--- src/inc/iacr_pkg.sv ---
package iacr_pkg;

    // ------------------------------------------------------------
    // widths
    // ------------------------------------------------------------
    localparam int unsigned PHASE_W = 9;

    // ------------------------------------------------------------
    // clock phase tables, indexed by the period select code
    // ------------------------------------------------------------
    localparam logic [8:0] HIGH_CYC [8] = '{9'h009, 9'h00B, 9'h00F, 9'h017,
                                            9'h027, 9'h047, 9'h087, 9'h107};
    localparam logic [8:0] LOW_CYC [8] = '{9'h00C, 9'h00E, 9'h012, 9'h01A,
                                           9'h02A, 9'h04A, 9'h08A, 9'h10A};

    // ------------------------------------------------------------
    // word framing
    // ------------------------------------------------------------
    localparam logic [3:0] FULL_WORD_BITS = 4'h8;
    localparam logic [6:0] GEN_CALL_ADDR = 7'h00;
    localparam logic [2:0] MSB_IDX = 3'h7;

    // external clock minimum phases, in clock cycles
    localparam int unsigned EXT_MIN_HIGH = 3;
    localparam int unsigned EXT_MIN_LOW = 5;

    typedef struct packed {
        logic ack_mode;
        logic [2:0] word_bit_count;
        logic [2:0] period_sel;
        logic address_detect_off;
        logic free_format_sel;
        logic [6:0] own_slave_addr;
    } iacr_ctrl_t;

    // last count value of a phase (length minus one)
    function automatic logic [8:0] phase_last(input logic [2:0] sel, input logic high);
        phase_last = high ? HIGH_CYC[sel] - 9'h001 : LOW_CYC[sel] - 9'h001;
    endfunction

    // code 000 stands for a full word
    function automatic logic [3:0] word_bits(input logic [2:0] bc);
        word_bits = (bc == 3'h0) ? FULL_WORD_BITS : {1'b0, bc};
    endfunction

endpackage

--- src/logic/iacr_sync.sv ---
`timescale 1ns/1ns
`default_nettype none

// two-stage synchroniser; stage one is seen by stage two only
module iacr_sync #(
    parameter int unsigned W = 2,
    parameter logic [W-1:0] INIT = '1
) (
    input wire logic i_sys_clk,
    input wire logic i_sys_rst,
    input wire logic [W-1:0] i_async,
    output logic [W-1:0] o_sync
);
    logic [W-1:0] meta;

    always_ff @(posedge i_sys_clk or posedge i_sys_rst) begin
        if (i_sys_rst) begin
            meta <= INIT;
            o_sync <= INIT;
        end else begin
            meta <= i_async;
            o_sync <= meta;
        end
    end
endmodule

`default_nettype wire

--- src/logic/iacr_core.sv ---
`timescale 1ns/1ns
`default_nettype none

module iacr_core (
    input wire logic i_sys_clk,
    input wire logic i_sys_rst,
    input wire iacr_pkg::iacr_ctrl_t i_ctrl,
    input wire logic i_role_wr,
    input wire logic i_role_master,
    input wire logic i_role_transmit,
    input wire logic i_release,
    input wire logic [7:0] i_tx_data,
    input wire logic i_start_req,
    input wire logic i_stop_req,
    input wire logic i_arb_lost,
    input wire logic i_scl_pin,
    input wire logic i_sda_pin,
    output logic o_master_select,
    output logic o_transmit_select,
    output logic o_pending,
    output logic o_word_done,
    output logic [7:0] o_rx_byte,
    output logic o_last_bit,
    output logic o_bus_busy,
    output logic o_addressed,
    output logic o_scl_out,
    output logic o_scl_oe,
    output logic o_sda_out,
    output logic o_sda_oe
);
    import iacr_pkg::*;

    typedef enum logic [7:0] {
        S_IDLE = 8'h01,
        S_START = 8'h02,
        S_LOW = 8'h04,
        S_WAIT = 8'h08,
        S_HIGH = 8'h10,
        S_STOP_LOW = 8'h20,
        S_STOP_WAIT = 8'h40,
        S_STOP_SETUP = 8'h80
    } iacr_state_t;

    // ------------------------------------------------------------
    // bus sensing
    // ------------------------------------------------------------
    logic scl_s, sda_s, scl_q, sda_q;
    logic scl_rise, scl_fall, start_det, stop_det;

    // edges are found on the synchronised level; external phases
    // of 3 high and 5 low cycles leave margin for the two-stage lag
    iacr_sync #(.W(2), .INIT(2'h3)) u_sync (
        .i_sys_clk(i_sys_clk),
        .i_sys_rst(i_sys_rst),
        .i_async({i_scl_pin, i_sda_pin}),
        .o_sync({scl_s, sda_s})
    );

    always_ff @(posedge i_sys_clk or posedge i_sys_rst) begin
        if (i_sys_rst) begin
            scl_q <= 1'b1;
            sda_q <= 1'b1;
        end else begin
            scl_q <= scl_s;
            sda_q <= sda_s;
        end
    end

    assign scl_rise = scl_s & ~scl_q;
    assign scl_fall = ~scl_s & scl_q;
    assign start_det = scl_s & scl_q & sda_q & ~sda_s;
    assign stop_det = scl_s & scl_q & ~sda_q & sda_s;

    // ------------------------------------------------------------
    // word framing
    // ------------------------------------------------------------
    iacr_state_t st;
    logic [8:0] phase_cnt, hold_cnt, t_high, t_low;
    logic busy, first_word, ack_slot, sda_low, addressed, pending, slave_hold;
    logic master, transmit_select, stop_q;
    logic [3:0] bit_cnt, nbits, total;
    logic [7:0] rx_shift, tx_shift;
    logic act_tx, addr_hit, next_is_ack, ack_low, wd, irq_word;

    assign t_high = phase_last(i_ctrl.period_sel, 1'b1);
    assign t_low = phase_last(i_ctrl.period_sel, 1'b0);

    // the address word is always a full word
    assign nbits = first_word ? FULL_WORD_BITS : word_bits(i_ctrl.word_bit_count);
    assign total = nbits + {3'h0, i_ctrl.ack_mode};
    assign wd = scl_fall & busy & (bit_cnt == total);
    assign next_is_ack = i_ctrl.ack_mode & (bit_cnt == nbits);
    assign act_tx = transmit_select & (master | addressed);
    assign addr_hit = ~i_ctrl.free_format_sel & ~i_ctrl.address_detect_off & ~master
                      & first_word & ((rx_shift[7:1] == i_ctrl.own_slave_addr)
                      | (rx_shift[7:1] == GEN_CALL_ADDR));
    assign irq_word = master | addressed;

    always_comb begin
        if (master) begin
            ack_low = ~transmit_select;
        end else if (first_word & ~i_ctrl.free_format_sel) begin
            ack_low = addr_hit;
        end else begin
            ack_low = addressed & ~transmit_select;
        end
    end

    always_ff @(posedge i_sys_clk or posedge i_sys_rst) begin
        if (i_sys_rst) begin
            busy <= 1'b0;
            first_word <= 1'b0;
            bit_cnt <= 4'h0;
            ack_slot <= 1'b0;
        end else if (start_det) begin
            busy <= 1'b1;
            first_word <= 1'b1;
            bit_cnt <= 4'h0;
            ack_slot <= 1'b0;
        end else if (stop_det) begin
            busy <= 1'b0;
            first_word <= 1'b0;
            bit_cnt <= 4'h0;
            ack_slot <= 1'b0;
        end else if (wd) begin
            first_word <= 1'b0;
            bit_cnt <= 4'h0;
            ack_slot <= 1'b0;
        end else if (busy & scl_rise) begin
            bit_cnt <= bit_cnt + 4'h1;
        end else if (busy & scl_fall) begin
            ack_slot <= next_is_ack;
        end
    end

    // received bits; the ack bit is kept apart from the data byte
    always_ff @(posedge i_sys_clk or posedge i_sys_rst) begin
        if (i_sys_rst) begin
            rx_shift <= 8'h00;
            o_last_bit <= 1'b0;
        end else if (busy & scl_rise) begin
            o_last_bit <= sda_s;
            if (!ack_slot) begin
                rx_shift <= {rx_shift[6:0], sda_s};
            end
        end
    end

    always_ff @(posedge i_sys_clk or posedge i_sys_rst) begin
        if (i_sys_rst) begin
            tx_shift <= 8'h00;
        end else if (i_release) begin
            tx_shift <= i_tx_data;
        end
    end

    // ------------------------------------------------------------
    // data pin drive
    // ------------------------------------------------------------
    always_ff @(posedge i_sys_clk or posedge i_sys_rst) begin
        if (i_sys_rst) begin
            sda_low <= 1'b0;
        end else if (i_arb_lost | stop_det) begin
            sda_low <= 1'b0;
        end else if (start_det) begin
            // own start keeps data low until the first bit is set up
            sda_low <= (st == S_START);
        end else if (busy & scl_fall) begin
            if (wd) begin
                sda_low <= 1'b0;
            end else if (next_is_ack) begin
                sda_low <= ack_low;
            end else begin
                sda_low <= act_tx & ~tx_shift[3'(MSB_IDX - bit_cnt[2:0])];
            end
        end else if (i_release & busy & ~ack_slot) begin
            // word boundary: the first bit follows the new data
            sda_low <= act_tx & ~i_tx_data[7];
        end
    end

    assign o_sda_out = 1'b0;
    assign o_sda_oe = sda_low | (st == S_START) | (st == S_STOP_LOW)
                      | (st == S_STOP_WAIT) | (st == S_STOP_SETUP);

    // ------------------------------------------------------------
    // roles and addressing
    // ------------------------------------------------------------
    always_ff @(posedge i_sys_clk or posedge i_sys_rst) begin
        if (i_sys_rst) begin
            master <= 1'b0;
        end else if (stop_det | i_arb_lost) begin
            master <= 1'b0;
        end else if (i_role_wr) begin
            master <= i_role_master;
        end
    end

    // hardware clears win over a software write in the same cycle
    always_ff @(posedge i_sys_clk or posedge i_sys_rst) begin
        if (i_sys_rst) begin
            transmit_select <= 1'b0;
        end else if (stop_det | i_arb_lost) begin
            transmit_select <= 1'b0;
        end else if (i_role_wr) begin
            transmit_select <= i_role_transmit;
        end else if (busy & scl_rise & ack_slot & first_word) begin
            if (master & ~i_ctrl.free_format_sel & ~sda_s) begin
                transmit_select <= ~tx_shift[0];
            end else if (addr_hit) begin
                transmit_select <= rx_shift[0];
            end
        end
    end

    always_ff @(posedge i_sys_clk or posedge i_sys_rst) begin
        if (i_sys_rst) begin
            addressed <= 1'b0;
        end else if (start_det) begin
            addressed <= i_ctrl.free_format_sel & ~master;
        end else if (stop_det) begin
            addressed <= 1'b0;
        end else if (busy & scl_rise & ack_slot & addr_hit) begin
            addressed <= 1'b1;
        end
    end

    // pending flag: word end as master or addressed slave clears it, software release sets it
    always_ff @(posedge i_sys_clk or posedge i_sys_rst) begin
        if (i_sys_rst) begin
            pending <= 1'b1;
            o_word_done <= 1'b0;
        end else begin
            o_word_done <= wd & irq_word;
            if (wd & irq_word) begin
                pending <= 1'b0;
            end else if (i_release) begin
                pending <= 1'b1;
            end
        end
    end

    // ------------------------------------------------------------
    // slave clock hold
    // ------------------------------------------------------------
    always_ff @(posedge i_sys_clk or posedge i_sys_rst) begin
        if (i_sys_rst) begin
            slave_hold <= 1'b0;
            hold_cnt <= 9'h000;
        end else if (wd & irq_word & ~master) begin
            slave_hold <= 1'b1;
            hold_cnt <= 9'h000;
        end else if (slave_hold & ~pending) begin
            hold_cnt <= 9'h000;
        end else if (slave_hold) begin
            hold_cnt <= hold_cnt + 9'h001;
            if (hold_cnt == t_low) begin
                slave_hold <= 1'b0;
            end
        end
    end

    // ------------------------------------------------------------
    // master clock generator
    // ------------------------------------------------------------
    always_ff @(posedge i_sys_clk or posedge i_sys_rst) begin
        if (i_sys_rst) begin
            stop_q <= 1'b0;
        end else if (st == S_STOP_LOW) begin
            stop_q <= 1'b0;
        end else if (i_stop_req) begin
            stop_q <= 1'b1;
        end
    end

    // level compared every cycle so a stretched or shared clock is followed
    always_ff @(posedge i_sys_clk or posedge i_sys_rst) begin
        if (i_sys_rst) begin
            st <= S_IDLE;
            phase_cnt <= 9'h000;
        end else if (!master && st != S_IDLE) begin
            st <= S_IDLE;
            phase_cnt <= 9'h000;
        end else begin
            phase_cnt <= phase_cnt + 9'h001;
            unique case (st)
                S_IDLE: begin
                    phase_cnt <= 9'h000;
                    if (i_start_req && !busy) begin
                        st <= S_START;
                    end
                end
                S_START: begin
                    if (phase_cnt == t_high) begin
                        st <= S_LOW;
                        phase_cnt <= 9'h000;
                    end
                end
                S_LOW: begin
                    if (i_release) begin
                        phase_cnt <= 9'h000;
                    end else if (phase_cnt >= t_low) begin
                        phase_cnt <= t_low;
                        if (pending) begin
                            st <= stop_q ? S_STOP_LOW : S_WAIT;
                            phase_cnt <= 9'h000;
                        end
                    end
                end
                S_WAIT: begin
                    phase_cnt <= 9'h000;
                    if (scl_s) begin
                        st <= S_HIGH;
                    end
                end
                S_HIGH: begin
                    if (!scl_s || phase_cnt == t_high) begin
                        st <= S_LOW;
                        phase_cnt <= 9'h000;
                    end
                end
                S_STOP_LOW: begin
                    if (phase_cnt == t_low) begin
                        st <= S_STOP_WAIT;
                        phase_cnt <= 9'h000;
                    end
                end
                S_STOP_WAIT: begin
                    phase_cnt <= 9'h000;
                    if (scl_s) begin
                        st <= S_STOP_SETUP;
                    end
                end
                S_STOP_SETUP: begin
                    if (phase_cnt == t_high) begin
                        st <= S_IDLE;
                        phase_cnt <= 9'h000;
                    end
                end
                default: begin
                    st <= S_IDLE;
                    phase_cnt <= 9'h000;
                end
            endcase
        end
    end

    assign o_scl_out = 1'b0;
    assign o_scl_oe = (st == S_LOW) | (st == S_STOP_LOW) | slave_hold;
    assign o_master_select = master;
    assign o_transmit_select = transmit_select;
    assign o_pending = pending;
    assign o_rx_byte = rx_shift;
    assign o_bus_busy = busy;
    assign o_addressed = addressed;
endmodule

`default_nettype wire

--- config.mk ---
export PLATFORM = sky130hd
export DESIGN_NAME = iacr_core
export DESIGN_NICKNAME = d
export VERILOG_FILES = /design/src/inc/iacr_pkg.sv /design/src/logic/iacr_sync.sv /design/src/logic/iacr_core.sv
export SDC_FILE = /design/constraint.sdc
export NUM_CORES = 1
export LEC_CHECK = 0
export ABC_AREA = 1
export BUFFER_PORTS_ARGS = -buffer_cell sky130_fd_sc_hd__buf_2
export CORE_MARGIN = 3
export CORE_UTILIZATION = 30
export DETAILED_ROUTE_END_ITERATION = 10
export PLACE_DENSITY_LB_ADDON = 0.05
export SLEW_MARGIN = 20
export SYNTH_ARGS = -nofsm -noshare
export SYNTH_HDL_FRONTEND = slang
export SYNTH_SLANG_ARGS = --single-unit
--- constraint.sdc ---
create_clock -name i_sys_clk -period 4.65 [get_ports i_sys_clk]
set_clock_uncertainty 0.15 [all_clocks]
set_input_delay 0.2325 -clock i_sys_clk [delete_from_list [all_inputs] [get_ports i_sys_clk]]
set_output_delay 0.2325 -clock i_sys_clk [all_outputs]
set_load 0.01 [all_outputs]
==> results.sh <==
export IMPL_grt_max_degree=65
export IMPL_cp_cell_sequence="inv_2 -> nand2_1 -> inv_1 -> ha_1 -> ha_1 -> xnor2_1 -> nand2_1 -> nor2_1 -> nand3_1 -> nor2_1 -> nand2_1 -> nand2_1 -> inv_2 -> nand3b_1 -> inv_1"
export IMPL_clkSlewWorstSetupHoldPaths_ns=0.05
export IMPL_grt_overflow_total=0
export IMPL_n_antenna_cell=0
export IMPL_critPathMaxFanout=8
export IMPL_die_area_um2=15330
export IMPL_layout_common_cells="nand2_1, inv_1, dfrtp_1"
export IMPL_cp_num_buf_inv=4
export IMPL_seqPwrFrac_pct=37.1
export IMPL_syn_area_per_cell_um2=7.385
export IMPL_fmax_ghz=0.4185
export IMPL_fin_crit_ns=2.390
export IMPL_preCtsSetupSlack_ns=2.215
export IMPL_finalPower_mw=2.191
export IMPL_cts_tree="built"
export IMPL_clkPwrFrac_pct=30.7
export IMPL_seq_area_frac_synth_pct=38.69
export IMPL_synthArstFlopShare_pct=100.0
export IMPL_synth_edf_count=0
export IMPL_endpoint_kind="register"
export IMPL_dp_hpwl_um=8541
export IMPL_place_area_um2=4602
export IMPL_startpoint_type="register"
export IMPL_hold_violations=16
export IMPL_wl_per_cell_um=13.83
export IMPL_syn_to_final_growth_pct=20.58
export IMPL_drcViolationCount=0
export IMPL_path_common_cell="nand2_1"
export IMPL_violations="negative hold slack"
export IMPL_final_net_count=678
export IMPL_p_int_mw=1.360
export IMPL_io_pins=54
export IMPL_layout_drive_gt1_share_pct=17.92
export IMPL_grt_usage_pct=15.95
export IMPL_cts_made_buffers=9
export IMPL_crit_arrival_ns=2.47
export IMPL_antenna_left=0
export IMPL_cap_violations=0
export IMPL_ctsResizeCount=0
export IMPL_die_w_um=123.8
export IMPL_placedCellCount=783
export IMPL_final_common_cell="nand2_1"
export IMPL_comb_power_share_pct=32.2
export IMPL_slowest_delay_ns=0.37
export IMPL_syn_area_um2=4165
export IMPL_drtIter0Drc=274
export IMPL_stdcell_count=812
export IMPL_drv_slew=0
export IMPL_slew_headroom_pct=44.56
export IMPL_ir_drop_mv=0.1720
export IMPL_fin_ws_ns=2.260
export IMPL_vias=3795
export IMPL_grt_pass1_wl_um=18930
export IMPL_cts_buffer_depth=2
export IMPL_postCtsSetupRepairBufs=0
export IMPL_finalCritPeriodShare_pct=51.39
export IMPL_fp_row_count=42
export IMPL_tightest_slew_ns=0.8316
export IMPL_reg2reg_setup_slack_ns=2.26
export IMPL_cp_top_family="simple AND/OR/NAND/NOR gates"
export IMPL_swShare_pct=37.91
export IMPL_htree_num_levels=3
export IMPL_critical_path_class="reg2reg"
export IMPL_finish_instance_area_um2=5022
export IMPL_worst_ep_required_time_ns=4.73
export IMPL_numClockSinks=64
export IMPL_first_global_vias=3718
export IMPL_portBuffers=51
export IMPL_setup_viol=0
export IMPL_ys_flop_type="dfrtp_1"
export IMPL_antenna_found_initial=0
export IMPL_ys_ff_latch=64
export IMPL_worst_path_stages=15
export IMPL_crit_start="first_word$_DFFE_PP0P_"
export IMPL_routabilityCongestion=0.8137
export IMPL_hp_class="in2async"
export IMPL_coreArea_um2=13400
export IMPL_timing_rr_start="first_word$_DFFE_PP0P_"
export IMPL_worstRegToRegCells=15
export IMPL_die_h_um=123.8
export IMPL_rr_endpoint="hold_cnt[6]$_DFFE_PP0P_"
export IMPL_yosysWarnings=0
export IMPL_p_sw_mw=0.8307
export IMPL_routed_via_density=4.674
export IMPL_postSynthCellCount=564
export IMPL_wirelength_um=11230
export IMPL_holdWs_ns=-0.01773
export IMPL_cpMaxStageDelayCell="dfrtp_1"
export IMPL_root_buffer="clkbuf_16"
export IMPL_clk_latency_ns=0.34
export IMPL_tns_ns=0
export IMPL_setup_worst_path_end="hold_cnt[6]$_DFFE_PP0P_"
export IMPL_rsz0062_at_grt="no"
export IMPL_outcome="finished with violations"
export IMPL_powerDensity_nw_per_um2=436.3
export IMPL_start_util_pct=31.08
export IMPL_hold_buffers=13
export IMPL_dr_pass1_iters=4
export IMPL_synth_cell_type_count=39
export IMPL_power_leakage_nw=2.607
==> worst min-delay path by stage <==
| stage | start | cells after the start | slack, ns | end |
|---|---|---|---|---|
| floorplan | i_sda_pin | 0 | 0.09 | u_sync.meta[0]$_DFF_PP1_ |
| global placement | i_sda_pin | 1 | 0.19 | u_sync.meta[0]$_DFF_PP1_ |
| detailed placement | i_sda_pin | 1 | 0.19 | u_sync.meta[0]$_DFF_PP1_ |
| CTS | i_start_req | 4 | 0.02 | st[0]$_DFFE_PP1P_ |
| global route | i_ctrl[7] | 3 | 0.03 | o_addressed$_DFFE_PP0P_ |
| finish | i_sys_rst | 3 | -0.02 | o_rx_byte[5]$_DFFE_PP0P_ |
==> power groups by stage <==
stage | logic (mW) | registers, mW | clock network (mW)
finish | 0.705 | 0.813 | 0.673
global route | 0.820 | 0.837 | 0.725
CTS | 0.716 | 0.816 | 0.699
detailed placement | 0.707 | 0.823 | 0
global placement | 0.700 | 0.825 | 0
floorplan | 0.506 | 0.797 | 0
==> state kept, by name, summed over array words and instances (netlist names) <==
register,count
slave_hold,1
o_rx_byte,8
ack_slot,1
hold_cnt,9
first_word,1
o_word_done,1
o_last_bit,1
st,8
o_master_select,1
scl_q,1
bit_cnt,4
tx_shift,8
u_sync.meta,2
o_bus_busy,1
phase_cnt,9
o_pending,1
o_addressed,1
u_sync.o_sync,2
sda_low,1
stop_q,1
o_transmit_select,1
sda_q,1
==> Yosys cell counts (5+ instances only) <==
| cell type | number | area share, % |
|---|---|---|
| clkbuf_1 | 6 | 0.54 |
| inv_2 | 5 | 0.45 |
| nor2_1 | 52 | 4.7 |
| nand3_1 | 43 | 5.2 |
| nor3_1 | 9 | 1.1 |
| nor4_1 | 6 | 0.90 |
| nand4_1 | 19 | 2.9 |
| nand2_1 | 123 | 11 |
| xnor2_1 | 6 | 1.3 |
| o21ai_0 | 33 | 4.0 |
| a21oi_1 | 26 | 3.1 |
| nand3_2 | 5 | 1.2 |
| mux2_2 | 5 | 1.4 |
| xor2_1 | 19 | 4.0 |
| dfrtp_1 | 56 | 34 |
| nand2_2 | 10 | 1.5 |
| inv_1 | 84 | 7.6 |
| dfstp_2 | 8 | 5.0 |
| ha_1 | 12 | 3.6 |
==> per-stage QoR <==
| stage | hold slack (ns) | utilization (%) |
|---|---|---|
| 2_1_floorplan | 0.08698 | - |
| 3_3_place_gp | 0.1872 | 34.34 |
| 3_5_place_dp | 0.1890 | 34.34 |
| 4_1_cts | 0.02253 | 37.48 |
| 5_1_grt | 0.02858 | 37.48 |
| 6_report | -0.01773 | 37.48 |
==> worst reg2reg max path: stages, from the launching register on <==
cell and delay (ns):
dfrtp_1 0.37, inv_2 0.12, nand2_1 0.11, inv_1 0.08
ha_1 0.17, ha_1 0.24, xnor2_1 0.15, nand2_1 0.06
nor2_1 0.08, nand3_1 0.15, nor2_1 0.16, nand2_1 0.13
nand2_1 0.10, inv_2 0.07, nand3b_1 0.09, inv_1 0.04
==> kinds of logic (layout without fill, tap and decap cells) <==
kind of cell / Yosys count / in the layout / synth area share [%]
AND/OR/NAND/NOR: 283 / 283 / 31.87
buffers and inverters: 99 / 170 / 9.222
AO/OA/AOI/OAI: 75 / 75 / 9.913
flip-flops: 64 / 64 / 38.69
XOR/XNOR: 25 / 25 / 5.257
adder cells (fa/ha/maj): 12 / 12 / 3.605
multiplexers: 5 / 5 / 1.352
other: 1 / 2 / 0.09003
==> per-layer routing <==
| layer | vias up | GRT usage (%) | wire length [um] |
|---|---|---|---|
| met3 | 13 | 3.996 | 427 |
| met1 | 1758 | 22.96 | 5804 |
| li1 | 1961 | - | - |
| met2 | 63 | 23.28 | 4821 |
| met4 | 0 | 5.260 | 182 |
| met5 | - | 0 | 0 |
==> final cells by class <==
cell class                 count  area (um^2)
sequential                    64         1612
inverter                      89        334.1
tap                          176        220.2
multi-input combinational    402         2173
clock buffer                  10        229.0
timing repair buffer          65        392.9
fill                        1479         8378
clock inverter                 6        61.31
(Power assumes the default switching activity.)
